==> config.mk <==
export PLATFORM = sky130hd
export DESIGN_NAME = pcrst_core_clock_reset
export DESIGN_NICKNAME = d
export VERILOG_FILES = /design/src/pkg/pcrst_pkg.sv /design/src/hdl/pcrst_core_clock_reset.sv
export VERILOG_INCLUDE_DIRS = /design/src /design/src/pkg
export SDC_FILE = /design/constraint.sdc
export NUM_CORES = 1
export LEC_CHECK = 0
export BUFFER_PORTS_ARGS = -buffer_cell sky130_fd_sc_hd__buf_2
export CORE_ASPECT_RATIO = 1.2
export CORE_MARGIN = 4
export CORE_UTILIZATION = 30
export CTS_BUF_LIST = sky130_fd_sc_hd__clkbuf_16
export CTS_CLUSTER_SIZE = 24
export DETAILED_ROUTE_END_ITERATION = 8
export GPL_ROUTABILITY_DRIVEN = 0
export SETUP_SLACK_MARGIN = 0.2
export SKIP_CTS_REPAIR_TIMING = 1
export SLEW_MARGIN = 10
export SYNTH_ARGS = -nofsm -noshare
export SYNTH_HDL_FRONTEND = slang
export SYNTH_SLANG_ARGS = --single-unit
==> constraint.sdc <==
create_clock -name clk_sys -period 3.88 [get_ports clk_sys]
set_clock_uncertainty 0.2 [all_clocks]
set_input_delay 0.194 -clock clk_sys [delete_from_list [all_inputs] [get_ports clk_sys]]
set_output_delay 0.194 -clock clk_sys [all_outputs]
set_load 0.005 [all_outputs]
==> src/pkg/pcrst_params.svh <==
`ifndef PCRST_PARAMS_SVH
`define PCRST_PARAMS_SVH

// Default timing of the reset sequencer and clock divider; counts are in clk_sys cycles
`define PCRST_CLK_PERIOD_NS    10
`define PCRST_LOCK_TIME_NS     200
`define PCRST_LOCK_CYCLES      (`PCRST_LOCK_TIME_NS / `PCRST_CLK_PERIOD_NS)
`define PCRST_HOLD_TIME_NS     80
`define PCRST_HOLD_CYCLES      ((`PCRST_HOLD_TIME_NS + `PCRST_CLK_PERIOD_NS - 1) / `PCRST_CLK_PERIOD_NS)
`define PCRST_DIV_RATIO        2

`endif

==> src/pkg/pcrst_pkg.sv <==
`default_nettype none
package pcrst_pkg;

    typedef enum logic [1:0] {
        PCRST_ST_RESET,
        PCRST_ST_WAIT_LOCK,
        PCRST_ST_HOLD,
        PCRST_ST_RUN
    } pcrst_state_t;

    // Reset requests entering the core, all active low
    typedef struct packed {
        logic pinRstN;
        logic softRstN;
    } pcrst_rst_in_t;

    // Status driven toward the application
    typedef struct packed {
        logic resetStatus;
        logic pllLocked;
        logic coreRstN;
    } pcrst_status_t;

endpackage
`default_nettype wire

==> src/hdl/pcrst_core_clock_reset.sv <==
`timescale 1ns/1ns
`default_nettype none
`include "pcrst_params.svh"

module pcrst_core_clock_reset #(
    parameter int unsigned LOCK_CYCLES = `PCRST_LOCK_CYCLES,
    parameter int unsigned HOLD_CYCLES = `PCRST_HOLD_CYCLES,
    parameter int unsigned DIV_RATIO   = `PCRST_DIV_RATIO,
    parameter bit          PIPE_SIM    = 1'b0
) (
    input  wire logic                    clk_sys,
    input  wire logic                    rst,
    input  wire logic                    clkEn,
    input  wire logic                    device_fundamental_reset_pin,
    input  wire logic                    softResetN,
    input  wire logic                    appClk,
    output var  logic                    coreClkOut,
    output var  pcrst_pkg::pcrst_status_t status,
    output var  logic                    appClkMismatch
);
    import pcrst_pkg::*;

    // Sequencer counters are 16 bits and the divider counts half periods in 8 bits
    if (LOCK_CYCLES < 1 || LOCK_CYCLES > 65536 || HOLD_CYCLES < 1 || HOLD_CYCLES > 65536
        || DIV_RATIO < 2 || DIV_RATIO > 256 || (DIV_RATIO % 2) != 0) begin : badParams
        $error("pcrst_core_clock_reset: unsupported parameter value");
    end

    // ************************************************************
    // Input synchronisers
    // ************************************************************
    pcrst_rst_in_t rstMeta_q;
    pcrst_rst_in_t rstSync_q;
    logic          appClkMeta_q;
    logic          appClkSync_q;

    always_ff @(posedge clk_sys or posedge rst) begin
        if (rst) begin
            rstMeta_q    <= '0;
            rstSync_q    <= '0;
            appClkMeta_q <= 1'b0;
            appClkSync_q <= 1'b0;
        end else if (clkEn) begin
            rstMeta_q    <= '{pinRstN: device_fundamental_reset_pin, softRstN: softResetN};
            rstSync_q    <= rstMeta_q;
            appClkMeta_q <= appClk;
            appClkSync_q <= appClkMeta_q;
        end
    end

    // Either source alone holds the core in reset
    logic porN;
    assign porN = rstSync_q.pinRstN & rstSync_q.softRstN;

    // ************************************************************
    // Output clock divider
    // ************************************************************
    // The divided clock is only a model of the PLL output; real silicon uses
    // the PLL itself, so no logic here is clocked by it.
    logic [7:0] divCnt_q;
    logic       coreClk_q;

    always_ff @(posedge clk_sys or posedge rst) begin
        if (rst) begin
            divCnt_q  <= 8'h00;
            coreClk_q <= 1'b0;
        end else if (clkEn) begin
            if (divCnt_q == 8'((DIV_RATIO / 2) - 1)) begin
                divCnt_q  <= 8'h00;
                coreClk_q <= ~coreClk_q;
            end else begin
                divCnt_q <= divCnt_q + 8'h01;
            end
        end
    end
    assign coreClkOut = coreClk_q;

    // Flags an application clock that does not follow the core clock
    logic [1:0] coreDly_q;
    logic       mismatch_q;

    always_ff @(posedge clk_sys or posedge rst) begin
        if (rst) begin
            coreDly_q  <= 2'h0;
            mismatch_q <= 1'b0;
        end else if (clkEn) begin
            coreDly_q  <= {coreDly_q[0], coreClk_q};
            mismatch_q <= porN & (appClkSync_q != coreDly_q[1]);
        end
    end
    assign appClkMismatch = mismatch_q;

    // ************************************************************
    // Reset sequencer
    // ************************************************************
    pcrst_state_t state_q;
    logic [15:0]  cnt_q;
    logic         locked_q;
    logic         resetStatus_q;

    always_ff @(posedge clk_sys or posedge rst) begin
        if (rst) begin
            state_q  <= PCRST_ST_RESET;
            cnt_q    <= 16'h0000;
            locked_q <= 1'b0;
        end else if (clkEn) begin
            if (!porN) begin
                state_q  <= PCRST_ST_RESET;
                cnt_q    <= 16'h0000;
                locked_q <= 1'b0;
            end else begin
                case (state_q)
                    PCRST_ST_RESET: begin
                        state_q <= PCRST_ST_WAIT_LOCK;
                        cnt_q   <= 16'h0000;
                    end
                    PCRST_ST_WAIT_LOCK: begin
                        if (cnt_q == 16'(LOCK_CYCLES - 1)) begin
                            locked_q <= 1'b1;
                            state_q  <= PCRST_ST_HOLD;
                            cnt_q    <= 16'h0000;
                        end else begin
                            cnt_q <= cnt_q + 16'h0001;
                        end
                    end
                    PCRST_ST_HOLD: begin
                        if (cnt_q == 16'(HOLD_CYCLES - 1)) begin
                            state_q <= PCRST_ST_RUN;
                        end else begin
                            cnt_q <= cnt_q + 16'h0001;
                        end
                    end
                    PCRST_ST_RUN: begin
                        state_q <= PCRST_ST_RUN;
                    end
                    default: begin
                        state_q <= PCRST_ST_RESET;
                    end
                endcase
            end
        end
    end

    // Internal reset state is 0 only in RUN
    logic internalRst;
    assign internalRst = (state_q != PCRST_ST_RUN);

    // Raw power-on reset sets the indicator at once; release is clocked
    logic porAsync;
    assign porAsync = rst | ~(device_fundamental_reset_pin & softResetN);

    always_ff @(posedge clk_sys or posedge porAsync) begin
        if (porAsync) begin
            resetStatus_q <= 1'b1;
        end else if (clkEn) begin
            resetStatus_q <= ~porN | internalRst | ~locked_q;
        end
    end

    assign status.resetStatus = resetStatus_q;
    assign status.pllLocked   = PIPE_SIM ? 1'b1 : locked_q;
    assign status.coreRstN    = porN;

    // ************************************************************
    // Checks
    // ************************************************************
    chk_release_needs_run: assert property (@(posedge clk_sys) disable iff (rst)
        $fell(resetStatus_q) |-> $past(state_q) == PCRST_ST_RUN && $past(porN))
        else $error("reset indicator released before core left reset");

    chk_por_sets_status: assert property (@(posedge clk_sys) disable iff (rst)
        !porN |-> resetStatus_q)
        else $error("reset indicator low during power-on reset");

    chk_unlocked_holds_rst: assert property (@(posedge clk_sys) disable iff (rst)
        (clkEn && !locked_q) |=> resetStatus_q)
        else $error("reset indicator low while unlocked");

    chk_lock_after_wait: assert property (@(posedge clk_sys) disable iff (rst)
        $rose(locked_q) |-> $past(state_q) == PCRST_ST_WAIT_LOCK)
        else $error("lock raised outside lock wait");

    chk_pipe_lock_high: assert property (@(posedge clk_sys) disable iff (rst)
        PIPE_SIM |-> status.pllLocked)
        else $error("lock indicator low in pipe simulation mode");

    chk_pin_resets_core: assert property (@(posedge clk_sys) disable iff (rst)
        (clkEn && !rstSync_q.pinRstN) |=> state_q == PCRST_ST_RESET && !locked_q)
        else $error("pin reset did not reset the core");

    chk_soft_resets_core: assert property (@(posedge clk_sys) disable iff (rst)
        (clkEn && !rstSync_q.softRstN) |=> state_q == PCRST_ST_RESET)
        else $error("soft reset did not reset the core");

    chk_clock_toggles: assert property (@(posedge clk_sys) disable iff (rst)
        (clkEn && divCnt_q == 8'((DIV_RATIO / 2) - 1)) |=> $changed(coreClk_q))
        else $error("output clock did not toggle");

    // A raw reset arriving in that cycle sets the indicator again at once
    chk_release_clocked: assert property (@(posedge clk_sys) disable iff (rst)
        (clkEn && state_q == PCRST_ST_RUN && porN && locked_q) |=> porAsync || !resetStatus_q)
        else $error("reset indicator not released in run");

    cov_reach_run: cover property (@(posedge clk_sys) disable iff (rst)
        $fell(resetStatus_q));
    cov_pin_reset_in_run: cover property (@(posedge clk_sys) disable iff (rst)
        state_q == PCRST_ST_RUN ##1 !rstSync_q.pinRstN);
    cov_soft_reset_in_run: cover property (@(posedge clk_sys) disable iff (rst)
        state_q == PCRST_ST_RUN ##1 !rstSync_q.softRstN);
    cov_mismatch: cover property (@(posedge clk_sys) disable iff (rst) mismatch_q);

endmodule
`default_nettype wire

**Yosys cells after proc, flatten, opt, wreduce, memory -nomap -nowiden**

Cells that the tools add are included.

- Eq/ne operators: 13
- Bitwise gates (word level): 10
- Reduce and logical (&&, ||, !) cells: 6
- Add/subtract/negate cells: 2
- Mux-type cells: 12

Operators by type and width:

| cell | number |
|---|---|
| 16-bit 2-to-1 mux | 3 |
| 16-bit case mux with 3 select lines | 1 |
| 16-bit by 1-bit adder with 16-bit output, second input constant | 1 |
| 16-bit by 3-bit == test with 1-bit output, second input constant | 1 |
| 16-bit by 5-bit == test with 1-bit output, second input constant | 1 |
| 3-bit inequality test, second input constant | 3 |
| 3-bit AND reduction | 3 |
| 8-bit by 1-bit adder with 8-bit output, second input constant | 1 |
| 8-bit zero test | 1 |
| 8-bit 2-to-1 mux | 1 |
| 2-bit case mux with 4 select lines | 1 |
| 2-bit 2-to-1 mux | 3 |
| 2-bit == test, second input constant | 2 |
| 2-bit by 1-bit inequality test with 1-bit output, second input constant | 2 |
| 4-bit by 1-bit inequality test with 1-bit output, second input constant | 1 |
| 1-bit inverter | 4 |
| 1-bit AND | 3 |
| 1-bit 2-to-1 mux | 3 |
| 1-bit bitwise OR | 3 |
| 2-bit by 1-bit == test with 1-bit output, second input constant | 1 |
| 2-bit zero test | 1 |
| 2-bit inequality test, second input constant | 1 |
| 2-bit AND reduction | 1 |
| 1-bit inequality test | 1 |

- Input port bits: 6
- Flip-flop bits (word level): 38
- Word-level logic and storage cells: 57
- Output and inout bits: 5

**Logic depth before layout (Yosys ltp)**

Gate-level depths: netlist of the first run.

- Depth in word-level cells: 4
- Gate-level depth with buffers: 8
- Gate-level depth less buffers: 7

**Least setup slack after synthesis of the first run**

No wires, ideal clock.

- Path type: register to register
- Start point: register state_q[1]
- End point: register cnt_q[2]
- Required time: 3542 ps
- Arrival: 1610 ps
- Period minus slack after synthesis: 1947 ps
- Path slack: 1933 ps
- Buffers on the path: 1
- Cell stages (with the launch flop): 9
- Cell sequence: dfrtp_1 > inv_1 > ha_1 > nor2_1 > a31oi_1 > o21ai_2 > buf_6 > nor2_1 > o22ai_1

- Longest elaborated chain between the ends: 3
- Elaborated cells on any way between the ends: 8
- Those cells by class: 4 x eq/ne; 2 x mux; 2 x reduce/logical

RTL lines:

| what | line | text |
|---|---|---|
| start, declared | pcrst_core_clock_reset.sv:96 | `pcrst_state_t state_q;` |
| start signal, assigned | pcrst_core_clock_reset.sv:103 | `state_q <= PCRST_ST_RESET;` |
| start signal, assigned | pcrst_core_clock_reset.sv:108 | `state_q <= PCRST_ST_RESET;` |
| start signal, assigned | pcrst_core_clock_reset.sv:114 | `state_q <= PCRST_ST_WAIT_LOCK;` |
| 2-bit == test (tied with other cells) | pcrst_core_clock_reset.sv:112 | `case (state_q)` |
| 4-bit by 1-bit inequality test with 1-bit output (no source line) (tied with other cells) | - |  |
| 3-bit AND reduction (no source line) / 16-bit 2-to-1 mux (equally long branches) | - |  |
| end signal, assigned | pcrst_core_clock_reset.sv:123 | `cnt_q <= cnt_q + 16'h0001;` |
| end signal, assigned | pcrst_core_clock_reset.sv:130 | `cnt_q <= cnt_q + 16'h0001;` |
| end, declared | pcrst_core_clock_reset.sv:97 | `logic [15:0] cnt_q;` |

Several ways; a longest one is shown, not always the timed one.
A chain may end at the register's enable or synchronous reset.

**Final worst setup path of the first run**

- Start point: register state_q[0]
- End point: register cnt_q[15]

Same word-level chain as after synthesis.

==> flow_metrics.env, run 1 <==
export IMPL_outcome="complete, no violations"
export IMPL_crit_end="cnt_q[15]"
export IMPL_synth_top_area_frac=0.428
export IMPL_critPathLaunchType="flop"
export IMPL_fin_nets=245
export IMPL_vias=1667
export IMPL_netlist_top_cells_count="dfrtp_1, nand2_1, nand3_1, nor2_1, inv_1"
export IMPL_setup_viol=0
export IMPL_htree_levels=2
export IMPL_cap_violations=0
export IMPL_ys_warn_count=0
export IMPL_crit_family="compound AO/OA/AOI/OAI gates"
export IMPL_syn_avg_cell_area_um2=9.74
export IMPL_initialDrtViolationCount=52
export IMPL_crit_path_top_delay_cell="a31oi_1"
export IMPL_crit_required_ps=3830
export IMPL_crit_chain="inv_1 > ha_1 > nor2_1 > a31oi_1 > o21ai_2 > a22oi_1 > o31ai_1"
export IMPL_die_area_um2=8640
export IMPL_layout_min_cycle_time_ps=2520
export IMPL_cts_tree="done"
export IMPL_clk_pin_slew_worst_paths_ps=60
export IMPL_synthSimpleGateAreaFrac=0.257
export IMPL_clkSinkCount=38
export IMPL_rsz0062_at_grt="false"
export IMPL_switching_share=0.268
export IMPL_clockBufferDepth=2
export IMPL_drive_gt1_frac=0.176
export IMPL_multi_input_area_um2=1080
export IMPL_synth_edff_count=0
export IMPL_viasPerCell=5.21
export IMPL_synthAdderAreaFrac=0.0405
export IMPL_cts_root_buf="clkbuf_16"
export IMPL_dieHeight_um=101
export IMPL_placed_area_um2=2240
export IMPL_drc_errors=0
export IMPL_drtPass1Iterations=4
export IMPL_antenna_found_initial=0
export IMPL_insertedDiodeCount=0
export IMPL_power_density_nw_per_um2=507
export IMPL_p_int_mw=0.924
export IMPL_rows=33
export IMPL_fin_setup_tns_ps=0
export IMPL_grt_max_degree=39
export IMPL_p_leak_nw=1.02
export IMPL_post_drt_wl_per_cell_um=14.2
export IMPL_cp_arrival_ps=2470
export IMPL_seq_area_frac_synth=0.440
export IMPL_drtAntennaViolNets=0
export IMPL_track_usage=0.115
export IMPL_start_util=0.312
export IMPL_synth_area_leaders="dfrtp_1, nand3_1, nand2_1"
export IMPL_crit_cells=7
export IMPL_grt_overflow=0
export IMPL_ys_types=49
export IMPL_r2r_end="cnt_q[15]"
export IMPL_async_flop_share=1.00
export IMPL_synth_xor_area_share=0.0364
export IMPL_synth_seq_cells=38
export IMPL_syn_area_um2=2160
export IMPL_synth_nets=235
export IMPL_end_kind="flop"
export IMPL_hold_class="input port to flop"
export IMPL_coreArea_um2=6940
export IMPL_fmax_ghz=0.396
export IMPL_slew_viol_final=0
export IMPL_synth_top_family_by_area="simple AND/OR/NAND/NOR gates"
export IMPL_worstSkewPairLatency_ps=280
export IMPL_p_seq_frac=0.403
export IMPL_n_fill_cell=719
export IMPL_regArea_um2=952
export IMPL_worstSetupStartpoint="state_q[0]"
export IMPL_yosysMostFrequentCell="dfrtp_1"
export IMPL_clockPowerShare=0.425
export IMPL_r2r_slack_ps=1360
export IMPL_design_area_um2=2490
export IMPL_p_sw_mw=0.338
export IMPL_p_comb_frac=0.172
export IMPL_synthDominantAreaCellType="dfrtp_1"
export IMPL_worstReg2RegStart="state_q[0]"
export IMPL_cp_num_buf_inv=1
export IMPL_ir_worst_vdd_mv=0.188
export IMPL_ios=11
export IMPL_synth_mux_area_fraction=0.0463
export IMPL_critPathMaxFanout=13
export IMPL_crit_type="flop to flop"
export IMPL_dpl_hpwl_um=3170
export IMPL_grt_pass1_vias=1637
export IMPL_synthToLayoutAreaGrowth_pct=15.0
export IMPL_synth_flop_cell="dfrtp_1"
export IMPL_routed_wl_um=4540
export IMPL_port_buffers=10
export IMPL_fin_crit_sh=0.651
export IMPL_r2r_cells=7
export IMPL_max_stage_delay_ps=570
export IMPL_tightest_slew_ps=654
export IMPL_grt_pass1_wl_um=7880
export IMPL_cts_buffers=5
export IMPL_hold_violations=0
export IMPL_relSlewSlack=0.562
export IMPL_synth_compound_area_frac=0.119
export IMPL_syn_inst=222
export IMPL_die_w_um=85.5
sequential cells by signal, indices dropped and copies added (netlist names):
signal and count:
cnt_q 16, rstSync_q 2, coreClkOut 1, resetStatus_q 1, state_q 2, appClkMismatch 1, coreDly_q 2, locked_q 1
appClkMeta_q 1, divCnt_q 8, appClkSync_q 1, rstMeta_q 2
worst min-delay path, cell delays in order:
cell,delay [ps]
buf_2,220
nand2_1,110
o2bb2ai_1,50
through the flow:
step | power, mW | setup WS (ps) | hold slack (ps) | util | std cells
floorplan | 0.677 | 1930 | -23.9 | - | 222
global placement | 0.725 | 1400 | 104 | 0.324 | 307
detailed placement | 0.733 | 1370 | 89.3 | 0.324 | 307
CTS | 1.28 | 1370 | -217 | 0.352 | 315
global route | 1.32 | 1210 | 180 | 0.359 | 320
finish | 1.26 | 1360 | 133 | 0.359 | 320
layer usage:
metal / GRT usage / wire length (µm) / up-vias
met1: 0.141 / 2010 / 810
met3: 0.0245 / 195 / 7
met4: 0.0487 / 74 / 0
met5: 0 / 0 / -
li1: - / - / 815
met2: 0.195 / 2260 / 35
final cells by class:
cell class / count / share of cell area
multi-input combinational: 159 / 0.434
sequential: 38 / 0.383
clock buffer: 5 / 0.0503
tap: 87 / 0.0437
timing repair buffer: 16 / 0.0432
clock inverter: 3 / 0.0277
inverter: 12 / 0.0181
cell families (layout without fill, tap and decap cells):
| kind of cell | after synthesis | after routing |
|---|---|---|
| buf+inv | 25 | 36 |
| mux | 9 | 9 |
| flops | 38 | 38 |
| xor+xnor | 9 | 9 |
| compound gates | 35 | 35 |
| fa+ha+maj | 7 | 7 |
| simple gates | 99 | 99 |
cell usage in the layout, fill, tap and decap left out, drive strengths merged, types with 4 or more instances in the layout:
cell type | netlist | routed
a21oi | 5 | 5
and3 | 4 | 4
xor2 | 4 | 4
nor4 | 4 | 4
inv | 12 | 12
clkbuf | 2 | 5
o21ai | 8 | 8
buf | 11 | 11
xnor2 | 5 | 5
nand4 | 8 | 8
nand3 | 23 | 23
nor2 | 17 | 17
nor3 | 6 | 6
o31ai | 5 | 5
mux2 | 8 | 8
a31oi | 5 | 5
ha | 7 | 7
dlygate4sd3 | 0 | 5
dfrtp | 37 | 37
nand2 | 27 | 27
worst min-delay path by stage:
stage	startpoint	slack [ps]	depth (start not counted)	endpoint
after detailed placement	softResetN	90	2	resetStatus_q
after global placement	softResetN	100	2	resetStatus_q
final	clkEn	130	3	appClkMismatch
after floorplan	softResetN	-20	1	resetStatus_q
after CTS	softResetN	-220	2	resetStatus_q
after global routing	clkEn	180	3	appClkMismatch
power by group through the flow:
stage	clock network, mW	logic (mW)	registers, mW
finish	0.536	0.216	0.509
global route	0.558	0.247	0.517
CTS	0.548	0.217	0.510
detailed placement	0	0.216	0.517
global placement	0	0.211	0.513
floorplan	0	0.175	0.503
Power figures use the tool's default switching activity.
==> run 2: changes to the inputs <==
--- a/config.mk
+++ b/config.mk
@@ -6,6 +6,7 @@
 export SDC_FILE = /design/constraint.sdc
 export NUM_CORES = 1
 export LEC_CHECK = 0
+export ABC_AREA = 1
 export BUFFER_PORTS_ARGS = -buffer_cell sky130_fd_sc_hd__buf_2
 export CORE_ASPECT_RATIO = 1.2
 export CORE_MARGIN = 4
==> constraint.sdc (replaced) <==
create_clock -name clk_sys -period 2.3 [get_ports clk_sys]
set_clock_uncertainty 0.2 [all_clocks]
set_input_delay 0.115 -clock clk_sys [delete_from_list [all_inputs] [get_ports clk_sys]]
set_output_delay 0.115 -clock clk_sys [all_outputs]
set_load 0.005 [all_outputs]
==> run 2 against run 1 <==
Effect of this change: non-clock buffer count rose by 3; critical path type unchanged; wire length grew 8.4%; setup slack worse by 1000 ps; final cell count up 36%; first-iteration DRC count grew to 2.5 times the previous value.
==> flow_metrics.env, run 2 <==
export IMPL_drive_gt1_frac=0.0928
export IMPL_syn_avg_cell_area_um2=7.06
export IMPL_slew_viol_final=0
export IMPL_coreArea_um2=7320
export IMPL_grt_max_degree=27
export IMPL_die_area_um2=9090
export IMPL_clkSinkCount=38
export IMPL_power_density_nw_per_um2=709
export IMPL_largest_register_ffs=16
export IMPL_critPathLaunchType="flop"
export IMPL_yosysMostFrequentCell="nand2_1"
export IMPL_dieHeight_um=104
export IMPL_ys_warn_count=0
export IMPL_setup_viol=0
export IMPL_ir_worst_vdd_mv=0.386
export IMPL_hold_class="input port to flop"
export IMPL_grt_overflow=0
export IMPL_hold_violations=0
export IMPL_top_regs="cnt_q x16, divCnt_q x8"
export IMPL_fin_crit_sh=0.865
export IMPL_regArea_um2=952
export IMPL_insertedDiodeCount=0
export IMPL_cts_tree="done"
export IMPL_clockBufferDepth=2
export IMPL_syn_area_um2=2290
export IMPL_rsz0062_at_grt="false"
export IMPL_multi_input_area_um2=1140
export IMPL_rows=34
export IMPL_layout_min_cycle_time_ps=1990
export IMPL_cp_arrival_ps=1960
export IMPL_crit_path_top_delay_cell="dfrtp_1"
export IMPL_drc_errors=0
export IMPL_syn_inst=324
export IMPL_synthDominantAreaCellType="dfrtp_1"
export IMPL_fin_setup_tns_ps=0
export IMPL_cap_violations=0
export IMPL_netlist_top_cells_count="nand2_1, inv_1, nor2_1, dfrtp_1, nand3_1"
export IMPL_routed_wl_um=4920
export IMPL_grt_pass1_wl_um=8560
export IMPL_port_buffers=10
export IMPL_drtPass1Iterations=4
export IMPL_initialDrtViolationCount=131
export IMPL_synth_edff_count=0
export IMPL_vias=1945
export IMPL_crit_path_frequent_cell="nand2_1"
export IMPL_layout_common_cells="nand2_1, nor2_1, inv_1"
export IMPL_clk_pin_slew_worst_paths_ps=60
export IMPL_crit_required_ps=2270
export IMPL_outcome="complete, no violations"
export IMPL_relSlewSlack=0.606
export IMPL_ios=11
export IMPL_drtAntennaViolNets=0
export IMPL_fmax_ghz=0.502
export IMPL_critPathMaxFanout=6
export IMPL_htree_levels=2
export IMPL_viasPerCell=4.47
export IMPL_tightest_slew_ps=585
export IMPL_synthToLayoutAreaGrowth_pct=17.0
export IMPL_die_w_um=87.7
export IMPL_async_flop_share=1.00
export IMPL_end_kind="flop"
export IMPL_p_leak_nw=1.40
export IMPL_synth_nets=337
export IMPL_fin_nets=357
export IMPL_ys_types=29
export IMPL_dpl_hpwl_um=3560
export IMPL_start_util=0.313
export IMPL_layout_commonest_cell="nand2_1"
export IMPL_seq_area_frac_synth=0.416
export IMPL_cts_root_buf="clkbuf_16"
export IMPL_largest_register="cnt_q"
export IMPL_n_fill_cell=781
export IMPL_synth_area_leaders="dfrtp_1, nand2_1, inv_1"
export IMPL_grt_pass1_vias=1894
export IMPL_antenna_found_initial=0
export IMPL_synth_flop_cell="dfrtp_1"
export IMPL_crit_chain="nor2_1 > nand2_1 > nor2_2 > nand2_1 > a21oi_1 > nor2_2 > nand2_1 > nand2_1"
export IMPL_synth_seq_cells=38
export IMPL_synth_top_area_frac=0.405
export IMPL_crit_type="flop to flop"
export IMPL_cts_buffers=5
export IMPL_worstSkewPairLatency_ps=280
export IMPL_max_stage_delay_ps=430
export IMPL_track_usage=0.116
export IMPL_hold_slack_ps=83.1
export IMPL_post_drt_wl_per_cell_um=11.3
-- run 2: cell count changes after synthesis, moves of 4 or more --
| cell | previous run | this run |
|---|---|---|
| and3_1 | 4 | 0 |
| buf_2 | 5 | 0 |
| inv_1 | 11 | 43 |
| mux2_2 | 8 | 0 |
| nand2_1 | 26 | 123 |
| nand3_1 | 23 | 19 |
| nand4_1 | 8 | 2 |
| nor2_1 | 16 | 43 |
| nor3_1 | 5 | 1 |
| o21ai_0 | 6 | 12 |
| o31ai_1 | 5 | 0 |
-- run 2: cell families (layout without fill, tap and decap cells) --
| family | count (synthesis) | count (layout) | share of synthesized area |
|---|---|---|---|
| xor gates and xnor gates | 7 | 7 | 0.0268 |
| and+or+nand+nor | 198 | 199 | 0.359 |
| buffers and inverters | 51 | 71 | 0.0957 |
| adders and majority gates | 7 | 7 | 0.0383 |
| AOI/OAI and AO/OA | 23 | 23 | 0.0640 |
| DFF | 38 | 38 | 0.416 |
-- run 2: final timing paths --
path	from	endpoint	slack, ps	cells past startpoint
min in group asynchronous	rst	coreClkOut	220	3
setup reg to reg	cnt_q[11]	cnt_q[12]	310	8
setup / recovery	cnt_q[11]	cnt_q[12]	310	8
hold reg to reg	locked_q	resetStatus_q	260	1
hold / removal	clkEn	resetStatus_q	80	4
max in group asynchronous	device_fundamental_reset_pin	resetStatus_q	1080	5
-- run 2: per-stage QoR --
step	std cells	power (mW)	area, µm²	setup slack [ps]	util
2_1_floorplan	324	1.04	2290	628	-
5_1_grt	435	2.01	2680	180	0.366
6_report	435	1.90	2680	310	0.366
4_1_cts	428	1.92	2600	254	0.355
3_3_place_gp	420	1.11	2430	406	0.332
3_5_place_dp	420	1.12	2430	275	0.332
-- run 2: cell type report --
type	count	share of cell area
Clock inverter	3	0.0150
Tap cell	90	0.0421
Clock buffer	5	0.0468
Sequential cell	38	0.356
Timing Repair Buffer	19	0.0533
Multi-Input combinational cell	236	0.425
Inverter	44	0.0617
-- run 2: layer usage --
metal,track usage,part of all wire,wire length [µm],vias up
met1,0.139,0.45,2210,872
li1,-,-,-,1032
met2,0.195,0.50,2450,31
met5,0,0,0,-
met4,0.0471,0.020,100,0
met3,0.0294,0.030,148,10
-- run 2: where the power goes --
part / switching, mW / internal (mW) / total [mW]
combinational: 0.165 / 0.118 / 0.283
sequential: 0.0769 / 0.758 / 0.834
clock: 0.273 / 0.507 / 0.780
total: 0.514 / 1.38 / 1.90
-- run 2: critical path, delay by kind of cell, from the launching register on --
kind | cells | cell delay, ps
simple gates | 7 | 900
flops | 1 | 430
compound gates | 1 | 370
==> run 3: changes to the inputs <==
--- a/config.mk
+++ b/config.mk
@@ -7,13 +7,13 @@
 export NUM_CORES = 1
 export LEC_CHECK = 0
 export ABC_AREA = 1
-export BUFFER_PORTS_ARGS = -buffer_cell sky130_fd_sc_hd__buf_2
 export CORE_ASPECT_RATIO = 1.2
 export CORE_MARGIN = 4
-export CORE_UTILIZATION = 30
+export CORE_UTILIZATION = 37
 export CTS_BUF_LIST = sky130_fd_sc_hd__clkbuf_16
 export CTS_CLUSTER_SIZE = 24
 export DETAILED_ROUTE_END_ITERATION = 8
+export DONT_BUFFER_PORTS = 1
 export GPL_ROUTABILITY_DRIVEN = 0
 export SETUP_SLACK_MARGIN = 0.2
 export SKIP_CTS_REPAIR_TIMING = 1
==> run 3 against run 2 <==
Effect of this change: the flow now finishes with violations (negative hold slack); design area shrank 3.0%; die area shrank 17%; maximum frequency grew 0.81%; global-route usage grew 2.1 points; setup slack gained 16 ps; sequential cell count is the same; wire length shrank 1.9%; critical path depth is the same; sequential share of layout area grew 1.1 points; clock power shrank 3.1%; via count shrank 1.7%; critical endpoint is now cnt_q[1].
==> flow_metrics.env, run 3 (synthesis results as in run 2) <==
export IMPL_htree_levels=2
export IMPL_critPathLaunchType="flop"
export IMPL_layout_min_cycle_time_ps=1970
export IMPL_ios=11
export IMPL_dieHeight_um=94.1
export IMPL_power_density_nw_per_um2=715
export IMPL_hold_slack_ps=-17.2
export IMPL_antenna_found_initial=0
export IMPL_layout_commonest_cell="nand2_1"
export IMPL_largest_register_ffs=16
export IMPL_drtPass1Iterations=4
export IMPL_end_kind="flop"
export IMPL_cts_buffers=5
export IMPL_crit_required_ps=2270
export IMPL_drive_gt1_frac=0.0567
export IMPL_initialDrtViolationCount=110
export IMPL_clk_pin_slew_worst_paths_ps=50
export IMPL_dp_slack_ps=364
export IMPL_setup_ws_ps=326
export IMPL_totalPowerFinal_mw=1.86
export IMPL_design_area_um2=2600
export IMPL_fin_crit_sh=0.858
export IMPL_clockPowerShare=0.407
export IMPL_p_int_mw=1.36
export IMPL_dpl_hpwl_um=3500
export IMPL_cts_tree="done"
export IMPL_max_stage_delay_ps=410
export IMPL_synthToLayoutAreaGrowth_pct=13.5
export IMPL_use_met1=0.166
export IMPL_crit_path_top_delay_cell="dfrtp_1"
export IMPL_final_util=0.432
export IMPL_slew_viol_final=0
export IMPL_post_drt_wl_per_cell_um=11.6
export IMPL_start_util=0.380
export IMPL_switching_share=0.265
export IMPL_relSlewSlack=0.542
export IMPL_coreArea_um2=6010
export IMPL_cts_root_buf="clkbuf_16"
export IMPL_ir_worst_vdd_mv=0.297
export IMPL_rsz0062_at_grt="true"
export IMPL_crit_chain="ha_1 > nand3_1 > nor2_1 > nand2_1 > a21oi_1 > nor2_2 > nand2_1 > nand2_1"
export IMPL_top_regs="cnt_q x16, divCnt_q x8"
export IMPL_setup_viol=0
export IMPL_largest_register="cnt_q"
export IMPL_grt_pass1_wl_um=8150
export IMPL_worstSkewPairLatency_ps=280
export IMPL_vias=1912
export IMPL_grt_pass1_vias=1826
export IMPL_cp_arrival_ps=1940
export IMPL_p_seq_frac=0.451
export IMPL_hold_violations=2
export IMPL_grt_overflow=0
export IMPL_use_met3=0.0298
export IMPL_tightest_slew_ps=684
export IMPL_rows=31
export IMPL_crit_type="flop to flop"
export IMPL_hold_class="input port to flop"
export IMPL_placed_area_um2=2350
export IMPL_cap_violations=0
export IMPL_drtAntennaViolNets=0
export IMPL_grt_max_degree=24
export IMPL_use_met2=0.239
export IMPL_fin_setup_tns_ps=0
export IMPL_outcome="complete, but fails checks"
export IMPL_layout_common_cells="nand2_1, inv_1, nor2_1"
export IMPL_clkSinkCount=38
export IMPL_crit_family="simple AND/OR/NAND/NOR gates"
export IMPL_p_comb_frac=0.142
export IMPL_grt_busiest_layer="met2"
export IMPL_fin_nets=347
export IMPL_fmax_ghz=0.506
export IMPL_port_buffers=0
export IMPL_p_sw_mw=0.493
export IMPL_n_fill_cell=606
export IMPL_viasPerCell=4.59
export IMPL_clockBufferDepth=2
export IMPL_violations="negative hold slack"
export IMPL_critPathMaxFanout=5
export IMPL_track_usage=0.138
export IMPL_cp_num_buf_inv=0
export IMPL_p_leak_nw=1.35
export IMPL_routed_wl_um=4820
export IMPL_die_w_um=79.8
export IMPL_insertedDiodeCount=0
export IMPL_crit_path_frequent_cell="nand2_1"
export IMPL_drc_errors=0
export IMPL_die_area_um2=7510
==> run 3: tightest hold or removal path, stage by stage <==
cell	delay, ps
inv_1	160
nand2_1	110
nand2_1	40
==> run 3: power groups by stage <==
stage	registers [mW]	clock network [mW]	logic, mW
finish	0.838	0.756	0.263
global route	0.851	0.805	0.306
CTS	0.840	0.782	0.250
detailed placement	0.851	0	0.246
global placement	0.847	0	0.238
floorplan	0.831	0	0.213
==> run 3: per-layer routing <==
layer / share of wire / up-vias
li1: - / 1008
met1: 0.45 / 864
met2: 0.49 / 33
met3: 0.039 / 7
met4: 0.016 / 0
met5: 0 / -
==> run 3: worst paths after layout <==
check / slack [ps] / cells after the start / startpoint / to
max in group asynchronous: 1120 / 4 / softResetN / resetStatus_q
max reg2reg: 330 / 8 / cnt_q[0] / cnt_q[1]
min reg2reg: 270 / 2 / appClkMeta_q / appClkMeta_q
min in group asynchronous: 140 / 3 / rst / appClkMismatch
min: -20 / 3 / clkEn / coreDly_q[0]
max: 330 / 8 / cnt_q[0] / cnt_q[1]
==> run 3: through the flow <==
step | cells | hold slack [ps]
detailed placement | 401 | -139
finish | 417 | -17.2
global route | 417 | 27.9
global placement | 401 | -155
CTS | 409 | -440
floorplan | 324 | -138
==> run 3: area by class of cell <==
class / count / area (µm²) / area share
multi-input cells: 236 / 1130 / 0.436
well taps: 82 / 103 / 0.0395
inverters: 44 / 165 / 0.0636
clock inverters: 3 / 37.5 / 0.0145
flip-flops and latches: 38 / 952 / 0.367
repair buffers: 9 / 82.6 / 0.0318
clock buffers: 5 / 125 / 0.0482
